--- config.mk ---
export PLATFORM = sky130hd
export DESIGN_NAME = mfcs_regs
export DESIGN_NICKNAME = d
export VERILOG_FILES = /design/src/hw/mfcs_pkg.sv /design/src/hw/mfcs_backoff.sv /design/src/hw/mfcs_regs.sv
export SDC_FILE = /design/constraint.sdc
export NUM_CORES = 1
export LEC_CHECK = 0
export BUFFER_PORTS_ARGS = -buffer_cell sky130_fd_sc_hd__buf_2
export CAP_MARGIN = 30
export CORE_MARGIN = 5
export CORE_UTILIZATION = 40
export CTS_CLUSTER_SIZE = 10
export DETAILED_ROUTE_END_ITERATION = 12
export PLACE_DENSITY = 0.67
export REMOVE_ABC_BUFFERS = 1
export SETUP_SLACK_MARGIN = 0.4
export SLEW_MARGIN = 40
export SYNTH_ARGS = -nofsm -noshare
export SYNTH_HDL_FRONTEND = slang
export SYNTH_SLANG_ARGS = --single-unit
--- constraint.sdc ---
create_clock -name clk -period 3.3 [get_ports clk]
set_clock_uncertainty 0.05 [all_clocks]
set_input_delay 0.33 -clock clk [delete_from_list [all_inputs] [get_ports clk]]
set_output_delay 0.33 -clock clk [all_outputs]
set_load 0.03 [all_outputs]
--- src/hw/mfcs_pkg.sv ---
// shared constants and carrier types for the MAC flow/config/status block
package mfcs_pkg;

  // register offsets on the host bus
  localparam logic [4:0] OFF_JAM_STATUS = 5'h17;
  localparam logic [4:0] OFF_FRAME_LOW  = 5'h18;
  localparam logic [4:0] OFF_FRAME_HIGH = 5'h19;
  localparam logic [4:0] OFF_FLOW       = 5'h1A;
  localparam logic [4:0] OFF_MAC        = 5'h1B;

  // reset values
  localparam logic [5:0] JAM_RST        = 6'h19;
  localparam logic [7:0] FRAME_LOW_RST  = 8'h00;
  localparam logic [2:0] FRAME_HIGH_RST = 3'h6;
  localparam logic [7:0] FLOW_RST       = 8'h07;
  localparam logic [7:0] MAC_RST        = 8'h00;

  // device status bit positions
  localparam int ST_BIG_ENDIAN  = 7;
  localparam int ST_REMOTE_DONE = 6;
  localparam int ST_READ_READY  = 5;
  localparam int ST_DEV_READY   = 4;
  localparam int ST_SPEED       = 2;
  localparam int ST_DUPLEX      = 1;
  localparam int ST_LINK        = 0;

  // flow control bit positions
  localparam int FC_ENABLE  = 7;
  localparam int FC_BP      = 6;
  localparam int FC_HW_MSB  = 5;

  // mac config bit positions
  localparam int MC_DUPLEX  = 7;
  localparam int MC_NO_LEAK = 6;
  localparam int MC_B2B     = 5;
  localparam int MC_EXT_PHY = 4;
  localparam int MC_TAG     = 3;
  localparam int MC_CAPTURE = 2;
  localparam int MC_SHORT   = 1;
  localparam int MC_ZERO    = 0;

  // frame filter and back-off figures
  localparam logic [15:0] TAG_TYPE          = 16'h8100;
  localparam logic [11:0] NULL_VID          = 12'h000;
  localparam logic [9:0]  CAPTURE_FIRST     = 10'h002;
  localparam logic [9:0]  CAPTURE_SECOND    = 10'h000;
  localparam logic [9:0]  SHORT_MASK        = 10'h003;
  localparam logic [4:0]  BACKOFF_EXP_LIMIT = 5'h0A;
  localparam logic [4:0]  ATTEMPT_MAX       = 5'h1F;

  typedef struct packed {
    logic [4:0] addr;
    logic       wrStb;
    logic       rdStb;
    logic [7:0] wrData;
  } mfcs_host_t;

  typedef struct packed {
    logic speed100;
    logic fullDuplex;
    logic linkUp;
  } mfcs_phy_t;

  typedef struct packed {
    logic [5:0]  jamLimit;
    logic [10:0] maxFrameSize;
    logic        flowControlEnable;
    logic        backPressureActive;
    logic [5:0]  highWaterPages;
    logic        macFullDuplex;
    logic        leakageAllowed;
    logic        backToBackTx;
    logic        externalPhySelect;
    logic        tagFilterEnable;
  } mfcs_cfg_t;

  typedef struct packed {
    logic captureEffect;
    logic shortBackoff;
    logic zeroBackoff;
  } mfcs_test_t;

endpackage : mfcs_pkg

--- src/hw/mfcs_backoff.sv ---
// back-off slot generator with the three test modes
module mfcs_backoff
  import mfcs_pkg::*;
(
  input  wire logic       clk,
  input  wire logic       sys_rst,
  input  wire mfcs_test_t testMode,
  input  wire logic       collisionEvent,
  input  wire logic       txDone,
  input  wire logic [9:0] randomValue,
  output logic [9:0]      backoffSlots,
  output logic            backoffValid
);

  typedef struct packed {
    logic [4:0] attempt;
    logic [9:0] slots;
    logic       valid;
  } mfcs_bo_state_t;

  mfcs_bo_state_t st_q, st_d;

  // truncated binary exponential range for a given attempt number
  function automatic logic [9:0] rangeMask(input logic [4:0] n);
    logic [4:0] e;
    e = (n > BACKOFF_EXP_LIMIT) ? BACKOFF_EXP_LIMIT : n;
    rangeMask = 10'((11'h001 << e) - 11'h001);
  endfunction : rangeMask

  always_comb begin
    logic [4:0] n;
    n = (st_q.attempt == ATTEMPT_MAX) ? st_q.attempt
                                      : 5'(st_q.attempt + 5'h01);
    st_d = st_q;
    st_d.valid = 1'b0;
    if (txDone) begin
      st_d.attempt = 5'h00;
    end else if (collisionEvent) begin
      st_d.attempt = n;
      st_d.valid   = 1'b1;
      if (testMode.zeroBackoff) begin
        st_d.slots = 10'h000;
      end else if (testMode.shortBackoff) begin
        st_d.slots = randomValue & rangeMask(n) & SHORT_MASK;
      end else if (testMode.captureEffect && n == 5'h01) begin
        st_d.slots = CAPTURE_FIRST;
      end else if (testMode.captureEffect && n == 5'h02) begin
        st_d.slots = CAPTURE_SECOND;
      end else begin
        st_d.slots = randomValue & rangeMask(n);
      end
    end
  end

  always_ff @(posedge clk) begin
    if (sys_rst) begin
      st_q <= '0;
    end else begin
      st_q <= st_d;
    end
  end

  assign backoffSlots = st_q.slots;
  assign backoffValid = st_q.valid;
endmodule : mfcs_backoff

--- src/hw/mfcs_regs.sv ---
// MAC flow control, configuration and device status register group
// Functional notes
// - write-only six-bit jam limit at 0x17, reset 19h, upper bits zero
// - status bit 7 is one when byte-order register is nonzero
// - status bit 6 mirrors interrupt status bit 6, remote done
// - status bit 5 set when read port data is ready
// - status bit 4 ready unless reset, power saving or config load
// - status bits 2..0 give PHY speed, duplex, link; bit 3 zero
// - eleven-bit max frame size over two registers, default 1536
// - flow control register bit 7 enables flow control, reset off
// - bit 6 enables back-pressure, ignored in full duplex
// - bits 5:0 high-water free pages, register resets to 07h
// - mac config bit 7 reads real duplex; write ORed with tx config
// - internal PHY in use: duplex comes from the PHY only
// - bit 6 zero: leak after jam-limit collisions; one: never leak
// - bit 5 allows back-to-back transmit starts without waiting
// - bit 4 selects media: zero internal PHY, one external PHY
// - bit 3: accept only tagged frames with matching or null id
// - capture test: first back-off 2 slots, second 0, then normal
// - short test mode limits back-off to 0..3 slots
// - zero test mode forces back-off to zero slots
module mfcs_regs
  import mfcs_pkg::*;
(
  input  wire logic       clk,
  input  wire logic       sys_rst,
  input  wire mfcs_host_t hostReq,
  output logic [7:0]      hostRdData,
  output logic            hostRdValid,
  input  wire logic [7:0] byteOrder,
  input  wire logic       remoteTransferDone,
  input  wire logic       readPortReady,
  input  wire logic       inResetState,
  input  wire logic       powerSaving,
  input  wire logic       configLoading,
  input  wire mfcs_phy_t  phyStatus,
  input  wire logic       txConfigDuplex,
  input  wire logic       collisionEvent,
  input  wire logic       txDone,
  input  wire logic [9:0] randomValue,
  input  wire logic       frameCheck,
  input  wire logic [15:0] frameType,
  input  wire logic [11:0] frameVlanId,
  input  wire logic [11:0] hostVlanId,
  output mfcs_cfg_t       cfg,
  output logic            backPressureLeak,
  output logic            frameReject,
  output logic            frameRejectValid,
  output logic [9:0]      backoffSlots,
  output logic            backoffValid
);

  typedef struct packed {
    logic [5:0] jamLimit;
    logic [7:0] frameLow;
    logic [2:0] frameHigh;
    logic [7:0] flow;
    logic [7:0] mac;
    logic [5:0] collCount;
    logic       leak;
    logic       reject;
    logic       rejectValid;
    logic [7:0] rdData;
    logic       rdValid;
    mfcs_cfg_t  cfg;
  } mfcs_state_t;

  mfcs_state_t st_q, st_d;

  logic       devReady;
  logic       effDuplex;
  logic       bpActive;
  logic [7:0] statusWord;
  logic [7:0] macReadWord;
  logic       wrJam, wrLow, wrHigh, wrFlow, wrMac;
  mfcs_test_t testModeSel;

  function automatic logic hit(input mfcs_host_t r, input logic [4:0] off);
    hit = r.addr == off;
  endfunction : hit

  // the status word is combinational so it stays readable in any state
  assign devReady = !(inResetState || powerSaving || configLoading);

  // the external-PHY duplex path ORs both written bits
  assign effDuplex = st_q.mac[MC_EXT_PHY]
                   ? (st_q.mac[MC_DUPLEX] || txConfigDuplex)
                   : phyStatus.fullDuplex;

  assign bpActive = st_q.flow[FC_BP] && !effDuplex;

  always_comb begin
    statusWord                 = 8'h00;
    statusWord[ST_BIG_ENDIAN]  = |byteOrder;
    statusWord[ST_REMOTE_DONE] = remoteTransferDone;
    statusWord[ST_READ_READY]  = readPortReady;
    statusWord[ST_DEV_READY]   = devReady;
    statusWord[ST_SPEED]       = phyStatus.speed100;
    statusWord[ST_DUPLEX]      = phyStatus.fullDuplex;
    statusWord[ST_LINK]        = phyStatus.linkUp;
  end

  always_comb begin
    macReadWord            = st_q.mac;
    macReadWord[MC_DUPLEX] = effDuplex;
  end

  assign wrJam  = hostReq.wrStb && hit(hostReq, OFF_JAM_STATUS);
  assign wrLow  = hostReq.wrStb && hit(hostReq, OFF_FRAME_LOW);
  assign wrHigh = hostReq.wrStb && hit(hostReq, OFF_FRAME_HIGH);
  assign wrFlow = hostReq.wrStb && hit(hostReq, OFF_FLOW);
  assign wrMac  = hostReq.wrStb && hit(hostReq, OFF_MAC);

  always_comb begin
    logic [5:0] nextCount;
    nextCount = 6'(st_q.collCount + 6'h01);
    st_d = st_q;
    st_d.leak        = 1'b0;
    st_d.rejectValid = 1'b0;
    st_d.rdValid     = 1'b0;

    // register writes
    if (wrJam) begin
      st_d.jamLimit = hostReq.wrData[5:0];
    end
    if (wrLow) begin
      st_d.frameLow = hostReq.wrData;
    end
    if (wrHigh) begin
      st_d.frameHigh = hostReq.wrData[2:0];
    end
    if (wrFlow) begin
      st_d.flow = hostReq.wrData;
    end
    if (wrMac) begin
      st_d.mac = hostReq.wrData;
    end

    // reads: jam limit is write-only, the same offset returns status
    if (hostReq.rdStb) begin
      st_d.rdValid = 1'b1;
      unique case (hostReq.addr)
        OFF_JAM_STATUS: st_d.rdData = statusWord;
        OFF_FRAME_LOW:  st_d.rdData = st_q.frameLow;
        OFF_FRAME_HIGH: st_d.rdData = {5'h00, st_q.frameHigh};
        OFF_FLOW:       st_d.rdData = st_q.flow;
        OFF_MAC:        st_d.rdData = macReadWord;
        default:        st_d.rdData = 8'h00;
      endcase
    end

    // consecutive collisions while jamming; a good frame restarts the run
    if (txDone || !bpActive) begin
      st_d.collCount = 6'h00;
    end else if (collisionEvent) begin
      if (!st_q.mac[MC_NO_LEAK] && nextCount >= st_q.jamLimit) begin
        st_d.leak      = 1'b1;
        st_d.collCount = 6'h00;
      end else if (nextCount != 6'h00) begin
        st_d.collCount = nextCount; // saturate rather than wrap
      end
    end

    // tag filter verdict, one cycle after the check strobe
    if (frameCheck) begin
      st_d.rejectValid = 1'b1;
      st_d.reject = st_q.mac[MC_TAG]
                 && (frameType != TAG_TYPE
                     || (frameVlanId != hostVlanId
                         && frameVlanId != NULL_VID));
    end

    // registered view of the effective configuration
    st_d.cfg.jamLimit           = st_q.jamLimit;
    st_d.cfg.maxFrameSize       = {st_q.frameHigh, st_q.frameLow};
    st_d.cfg.flowControlEnable  = st_q.flow[FC_ENABLE];
    st_d.cfg.backPressureActive = bpActive;
    st_d.cfg.highWaterPages     = st_q.flow[FC_HW_MSB:0];
    st_d.cfg.macFullDuplex      = effDuplex;
    st_d.cfg.leakageAllowed     = !st_q.mac[MC_NO_LEAK];
    st_d.cfg.backToBackTx       = st_q.mac[MC_B2B];
    st_d.cfg.externalPhySelect  = st_q.mac[MC_EXT_PHY];
    st_d.cfg.tagFilterEnable    = st_q.mac[MC_TAG];
  end

  always_ff @(posedge clk) begin
    if (sys_rst) begin
      st_q           <= '0;
      st_q.jamLimit  <= JAM_RST;
      st_q.frameLow  <= FRAME_LOW_RST;
      st_q.frameHigh <= FRAME_HIGH_RST;
      st_q.flow      <= FLOW_RST;
      st_q.mac       <= MAC_RST;
    end else begin
      st_q <= st_d;
    end
  end

  assign testModeSel = '{captureEffect: st_q.mac[MC_CAPTURE],
                         shortBackoff:  st_q.mac[MC_SHORT],
                         zeroBackoff:   st_q.mac[MC_ZERO]};

  // test modes only shape back-off; normal traffic expects them low
  mfcs_backoff u_backoff (
    .clk            (clk),
    .sys_rst        (sys_rst),
    .testMode       (testModeSel),
    .collisionEvent (collisionEvent),
    .txDone         (txDone),
    .randomValue    (randomValue),
    .backoffSlots   (backoffSlots),
    .backoffValid   (backoffValid)
  );

  assign hostRdData       = st_q.rdData;
  assign hostRdValid      = st_q.rdValid;
  assign cfg              = st_q.cfg;
  assign backPressureLeak = st_q.leak;
  assign frameReject      = st_q.reject;
  assign frameRejectValid = st_q.rejectValid;
endmodule : mfcs_regs

== Word level (Yosys, flattened, before mapping) ==
Cells that the tools add are included.
Word-level totals
  bits in registers: 97
  bits in latches: 0
  RAM bits: 0
  bits in read-only memories: 0
  output and inout bits: 53
  memories: 0
Cells by class
  $add $sub $neg: 3
  multipliers: 0
  divide/modulo/power cells: 0
  order comparisons: 2
  equality and inequality tests: 10
  shifts and indexed selects: 1
  muxes and demuxes: 14
  bitwise gates (word level): 3
  reduce and logical (&&, ||, !) cells: 29
Operators with widths (count)
  two-way mux 10 bit: 4
  case mux 8 bit (5 select lines): 1
  == test 5 bit (second input constant): 6
  != test 16 bit (second input constant): 1
  two-way mux 6 bit: 2
  != test 12 bit: 1
  nonzero test 12 bit: 1
  logical AND 1 bit: 11
  AND 10 bit: 1
  two-way mux 5 bit: 2
  << shifter 1 x 5 -> 10 bit (first input constant): 1
  subtractor 10 x 1 -> 10 bit (second input constant): 1
  OR reduction 8 bit: 1
  adder 6 x 1 -> 6 bit (second input constant): 1
  >= comparator 6 bit: 1
  nonzero test 6 bit: 1
  adder 5 x 1 -> 5 bit (second input constant): 1
  == test 5 x 1 -> 1 bit (second input constant): 1
  == test 5 x 2 -> 1 bit (second input constant): 1
  > comparator 5 x 4 -> 1 bit (second input constant): 1
  logical OR 1 bit: 5
  two-way mux 1 bit: 5
  zero test 1 bit: 4
  AND reduction 2 bit: 2
  4 further kinds: 6

== Longest topological paths before layout ==
  depth in word-level cells: 11
  gate-level depth with buffers: 12

== Cells and area by module ==
From an unflattened synthesis, not the netlist that was laid out.
Unflattened totals
  cells, all modules: 535
  area total of the unflattened synthesis: 4875.9 um2
By module, submodules not included
  mfcs_regs: instances 1, cells an instance 392, area each 3739.8 um2, sequential area each 1621.6 um2
  mfcs_backoff: instances 1, cells an instance 143, area each 1136.1 um2, sequential area each 320.3 um2

== Worst setup path after synthesis ==
Ideal clock, no wire load.
  path type: flip-flop to flip-flop
  from: register st_q[42] in the netlist's numbering
  to: register st_q[42] in the netlist's numbering
  setup time: 70 ps
  data arrival time: 2230 ps
  required time: 3180 ps
  setup slack: 951 ps
  cell stages (with the launch flop): 11
  clock period less this slack: 2349 ps
  cells stage by stage: dfxtp_1 -> ha_1 -> nand3_1 -> xnor2_1 -> ha_1 -> a21o_1 -> a21oi_1 -> o22a_1 -> nand2_1 -> or3_1 -> a21oi_1
On the way
  word-level cells in the longest chain between the ends: 5
  elaborated cells on any way between the ends: 8
  those cells by class: 1 x add/sub; 1 x order compare; 2 x mux; 4 x reduce/logical
Ends and longest elaborated chain
  from (decl): RTL line mfcs_regs.sv:68  | mfcs_state_t st_q, st_d;
  from (signal assigned): RTL line mfcs_regs.sv:195  | st_q <= st_d;
  adder 6 x 1 -> 6 bit *: RTL line mfcs_regs.sv:116  | nextCount = 6'(st_q.collCount + 6'h01);
  >= comparator 6 bit: RTL line mfcs_regs.sv:156  | if (!st_q.mac[MC_NO_LEAK] && nextCount >= st_q.jamLimit) begin
  logical AND 1 bit: RTL line mfcs_regs.sv:156
  nonzero test 2 bit (no source line)
  AND reduction 2 bit (no source line)
Every way passes the cells marked *; elsewhere a longest branch is shown, timed or not. The select of a mux whose other input is x is not followed.
A chain may end at the register's enable or synchronous reset.

== Final worst setup path ==
Same ends and word-level chain as after synthesis.

==> impl_results.md <==
* Drt total wl at about 12000 microns
* Slew Limit Headroom at about three fifths
* Classification of the worst setup path: register to register
* Period minus WS final at 2610 ps
* Setup crit start kind: register
* Maximum vdd drop at between 0.2 and 0.25 mV
* Router iterations before antenna repair at 5
* CTS max path bufs at 2
* # setup viols final at 0
* Worst skew pair latency at 340 ps
* Crit path arrival time at 2840 ps
* CP bufs+invs at 0
* Tot Pwr at 2.58 mW
* Final period utilization at 79.2%
* H-tree depth at 3
* GPL Wtd Cong at 0.956
* Pwr/cell area at ~460 nW/um^2
* Layout cell share with drive strength beyond 1 at 29.1%
* Pins Over Slew Limit at 0
* CTS sink cnt at 97
* Top-level I/O count at 140
* RSZ-0062 raised after global routing: false
* Clock Pin Slew Worst Setup and Hold Paths at ~70 ps
* Vias at about 4000
* Antenna-violating nets left at 0
* Largest net degree at the start of global routing at 85
* Synth Instances at 546
* Max Cap Viol at 0
* Post-layout net count at 726
* Setup TNS at 0 ps
* Highest-delay cell along the critical path: dfxtp_1
* Leakage power figure at 2.37 nW
* Crit path max fanout at 6
* Number of synthesis warnings at 0
* Synthesized area at ~5000 sq um
* Peak Freq at 383 MHz
* Vias per inst at between 5 and 6
* Cell variety after synth at 70
* Top delay family on crit path: compound AO/OA/AOI/OAI gates
* Status: complete, no violations
* Cts bufs inserted at 9
* Die area at 14500 sq um
* Die Width at 120 microns
* Post-DP HPWL at roughly 9200 microns
* Seq. cell area at 1940 sq um
* Seq/Total Area, Yosys at 39.8%
* Rows at 40
* CP Capture Type: register
* Mapped Avg Cell Area at approximately 8.9 sq um
* Vias in the first global route at 4024
* Final count of hold timing violations at 0
* Worst min path class: primary input to register
* PortBufs at between 100 and 150
* Synth async-reset ratio at 0%
* Die H at 120 microns
* Filler cells at 1114
* DR WL/cell at about 15 microns
* Initial Utilization at 40.8%
* Yosys reg bits at between 90 and 100
* DRC errors left at 0
* Grt total ovfl at 0
* CTS tree: done
* Initial DRC Count at 152
* CP max stage delay at between 400 and 500 ps
* GRT Total Usage at 16.4%
* Critical-path cell list: ha_1 -> nand3_1 -> xnor2_2 -> ha_1 -> a21o_1 -> a21oi_1 -> o22a_1 -> nand2_1 -> or3_1 -> a21oi_1
* CTS root buf: clkbuf_16
* Multi-input logic area at between 2000 and 2500 sq um
* Hold_buf cts at 0
* Most used flip-flop cell after synthesis: dfxtp_1
* CP Data Required Time at 3520 ps
* Global-route wire length before repair at 19500 microns
* Antenna violations before repair at 0
* Core Box Area at 12000 sq um
* Worst slew pin tran at slightly above 600 ps
* # diodes at 0
* Layout Area Growth over Synthesis at 15.8%
* Post-synth EDFFs at 0
[where the power goes]
group          switching [mW]  leakage [nW]  internal (mW)
registers             0.00879         0.787           1.19
logic                   0.142          1.43         0.0987
clock network           0.437         0.155          0.706
total                   0.588          2.37           1.99
[area by class of cell]
type                            count  share of cell area (%)
Clock buffer                       12                    4.54
Timing Repair Buffer              142                    12.8
Inverter                           11                   0.731
Sequential cell                    97                    34.4
Clock inverter                      4                    1.33
Tap cell                          147                    3.26
Multi-Input combinational cell    366                    43.0
[through the flow]
stage                     util, %  worst slack, ps  std cells  instance area [sq um]  hold WS, ps
after floorplan                 -              953        474                   4400          347
after global placement       44.4              787        763                   5310          383
after detailed placement     44.4              693        763                   5310          396
after CTS                    47.1              669        779                   5640          151
after global routing         47.2              475        779                   5650          175
final                        47.2              687        779                   5650          162
[per-layer routing]
layer	up-vias	wire length (microns)	global-route usage (%)
met5	-	0	0
met4	0	139	5.74
met3	13	706	3.04
met2	105	5830	28.4
met1	1854	5300	20.5
li1	2014	-	-
[repair_timing]
action	in CTS	in global routing
endpoints found under the setup margin	0	1
setup buffers	0	0
gates resized for setup	0	1
[registers in the layout (all words and copies together) (netlist names)]
register	cells
cfg	30
st_d	24
u_backoff.backoffSlots	10
hostRdData	8
st_q	8
macReadWord	7
u_backoff.st_q	5
backPressureLeak	1
frameReject	1
frameRejectValid	1
hostRdValid	1
u_backoff.backoffValid	1
[worst reg2reg max path: cells and delay by family (launching register included)]
family | cells | cell delay (ps)
AOI/OAI and AO/OA | 4 | 720
and+or+nand+nor | 3 | 600
adders and majority gates | 2 | 540
DFF | 1 | 430
xor gates and xnor gates | 1 | 210
[final timing paths]
path	from	end	slack, ps	cells after the start
max reg2reg	st_q[42]	st_q[42]	690	10
min reg2reg	st_q[55]	st_q[55]	400	2
min	sys_rst	u_backoff.backoffSlots[9]	160	2
max	st_q[42]	st_q[42]	690	10
[logic make-up after synthesis]
kind of cell | share of synthesized area [%]
compound gates | 13.8
xor+xnor | 4.31
fa+ha+maj | 3.08
buf+inv | 10.6
flops | 39.8
mux | 5.56
simple gates | 22.9
[cells in the mapped netlist, types with 3 or more instances]
library cell | n | area (sq um)
mux2i_1 | 19 | 190
a32oi_1 | 4 | 35.0
o211ai_1 | 3 | 22.5
clkbuf_1 | 14 | 52.6
nand3b_1 | 3 | 22.5
o22ai_1 | 3 | 18.8
nor2b_1 | 35 | 219
a221oi_1 | 7 | 61.3
nand3_1 | 16 | 80.1
buf_2 | 5 | 25.0
a22oi_1 | 5 | 37.5
a21o_1 | 3 | 22.5
nor4_1 | 7 | 43.8
a2bb2oi_1 | 3 | 26.3
ha_1 | 12 | 150
mux2_2 | 6 | 67.6
nor3_1 | 10 | 50.1
a31oi_1 | 3 | 18.8
nand2_1 | 50 | 188
dfxtp_1 | 97 | 1940
a211oi_1 | 3 | 22.5
a211o_1 | 8 | 70.1
nor2_1 | 54 | 203
a21oi_1 | 27 | 135
inv_1 | 11 | 41.3
nand4_1 | 8 | 50.1
xnor2_1 | 18 | 158
nand2b_1 | 5 | 31.3
buf_4 | 53 | 398
o21ai_0 | 8 | 40.0
[cell usage in the layout (no fill, tap or decap), drive strengths merged, types with 5 or more instances in the layout]
cell / n
nor2: 56
clkbuf: 12
nand3: 17
nand2: 50
nand4: 9
mux2: 6
a211o: 8
nor4: 7
nand2b: 5
ha: 12
a21oi: 28
a221oi: 7
a22oi: 5
o21ai: 9
mux2i: 20
xnor2: 19
dfxtp: 97
nor2b: 35
inv: 11
nor3: 11
buf: 142
(Power assumes the default switching activity.)
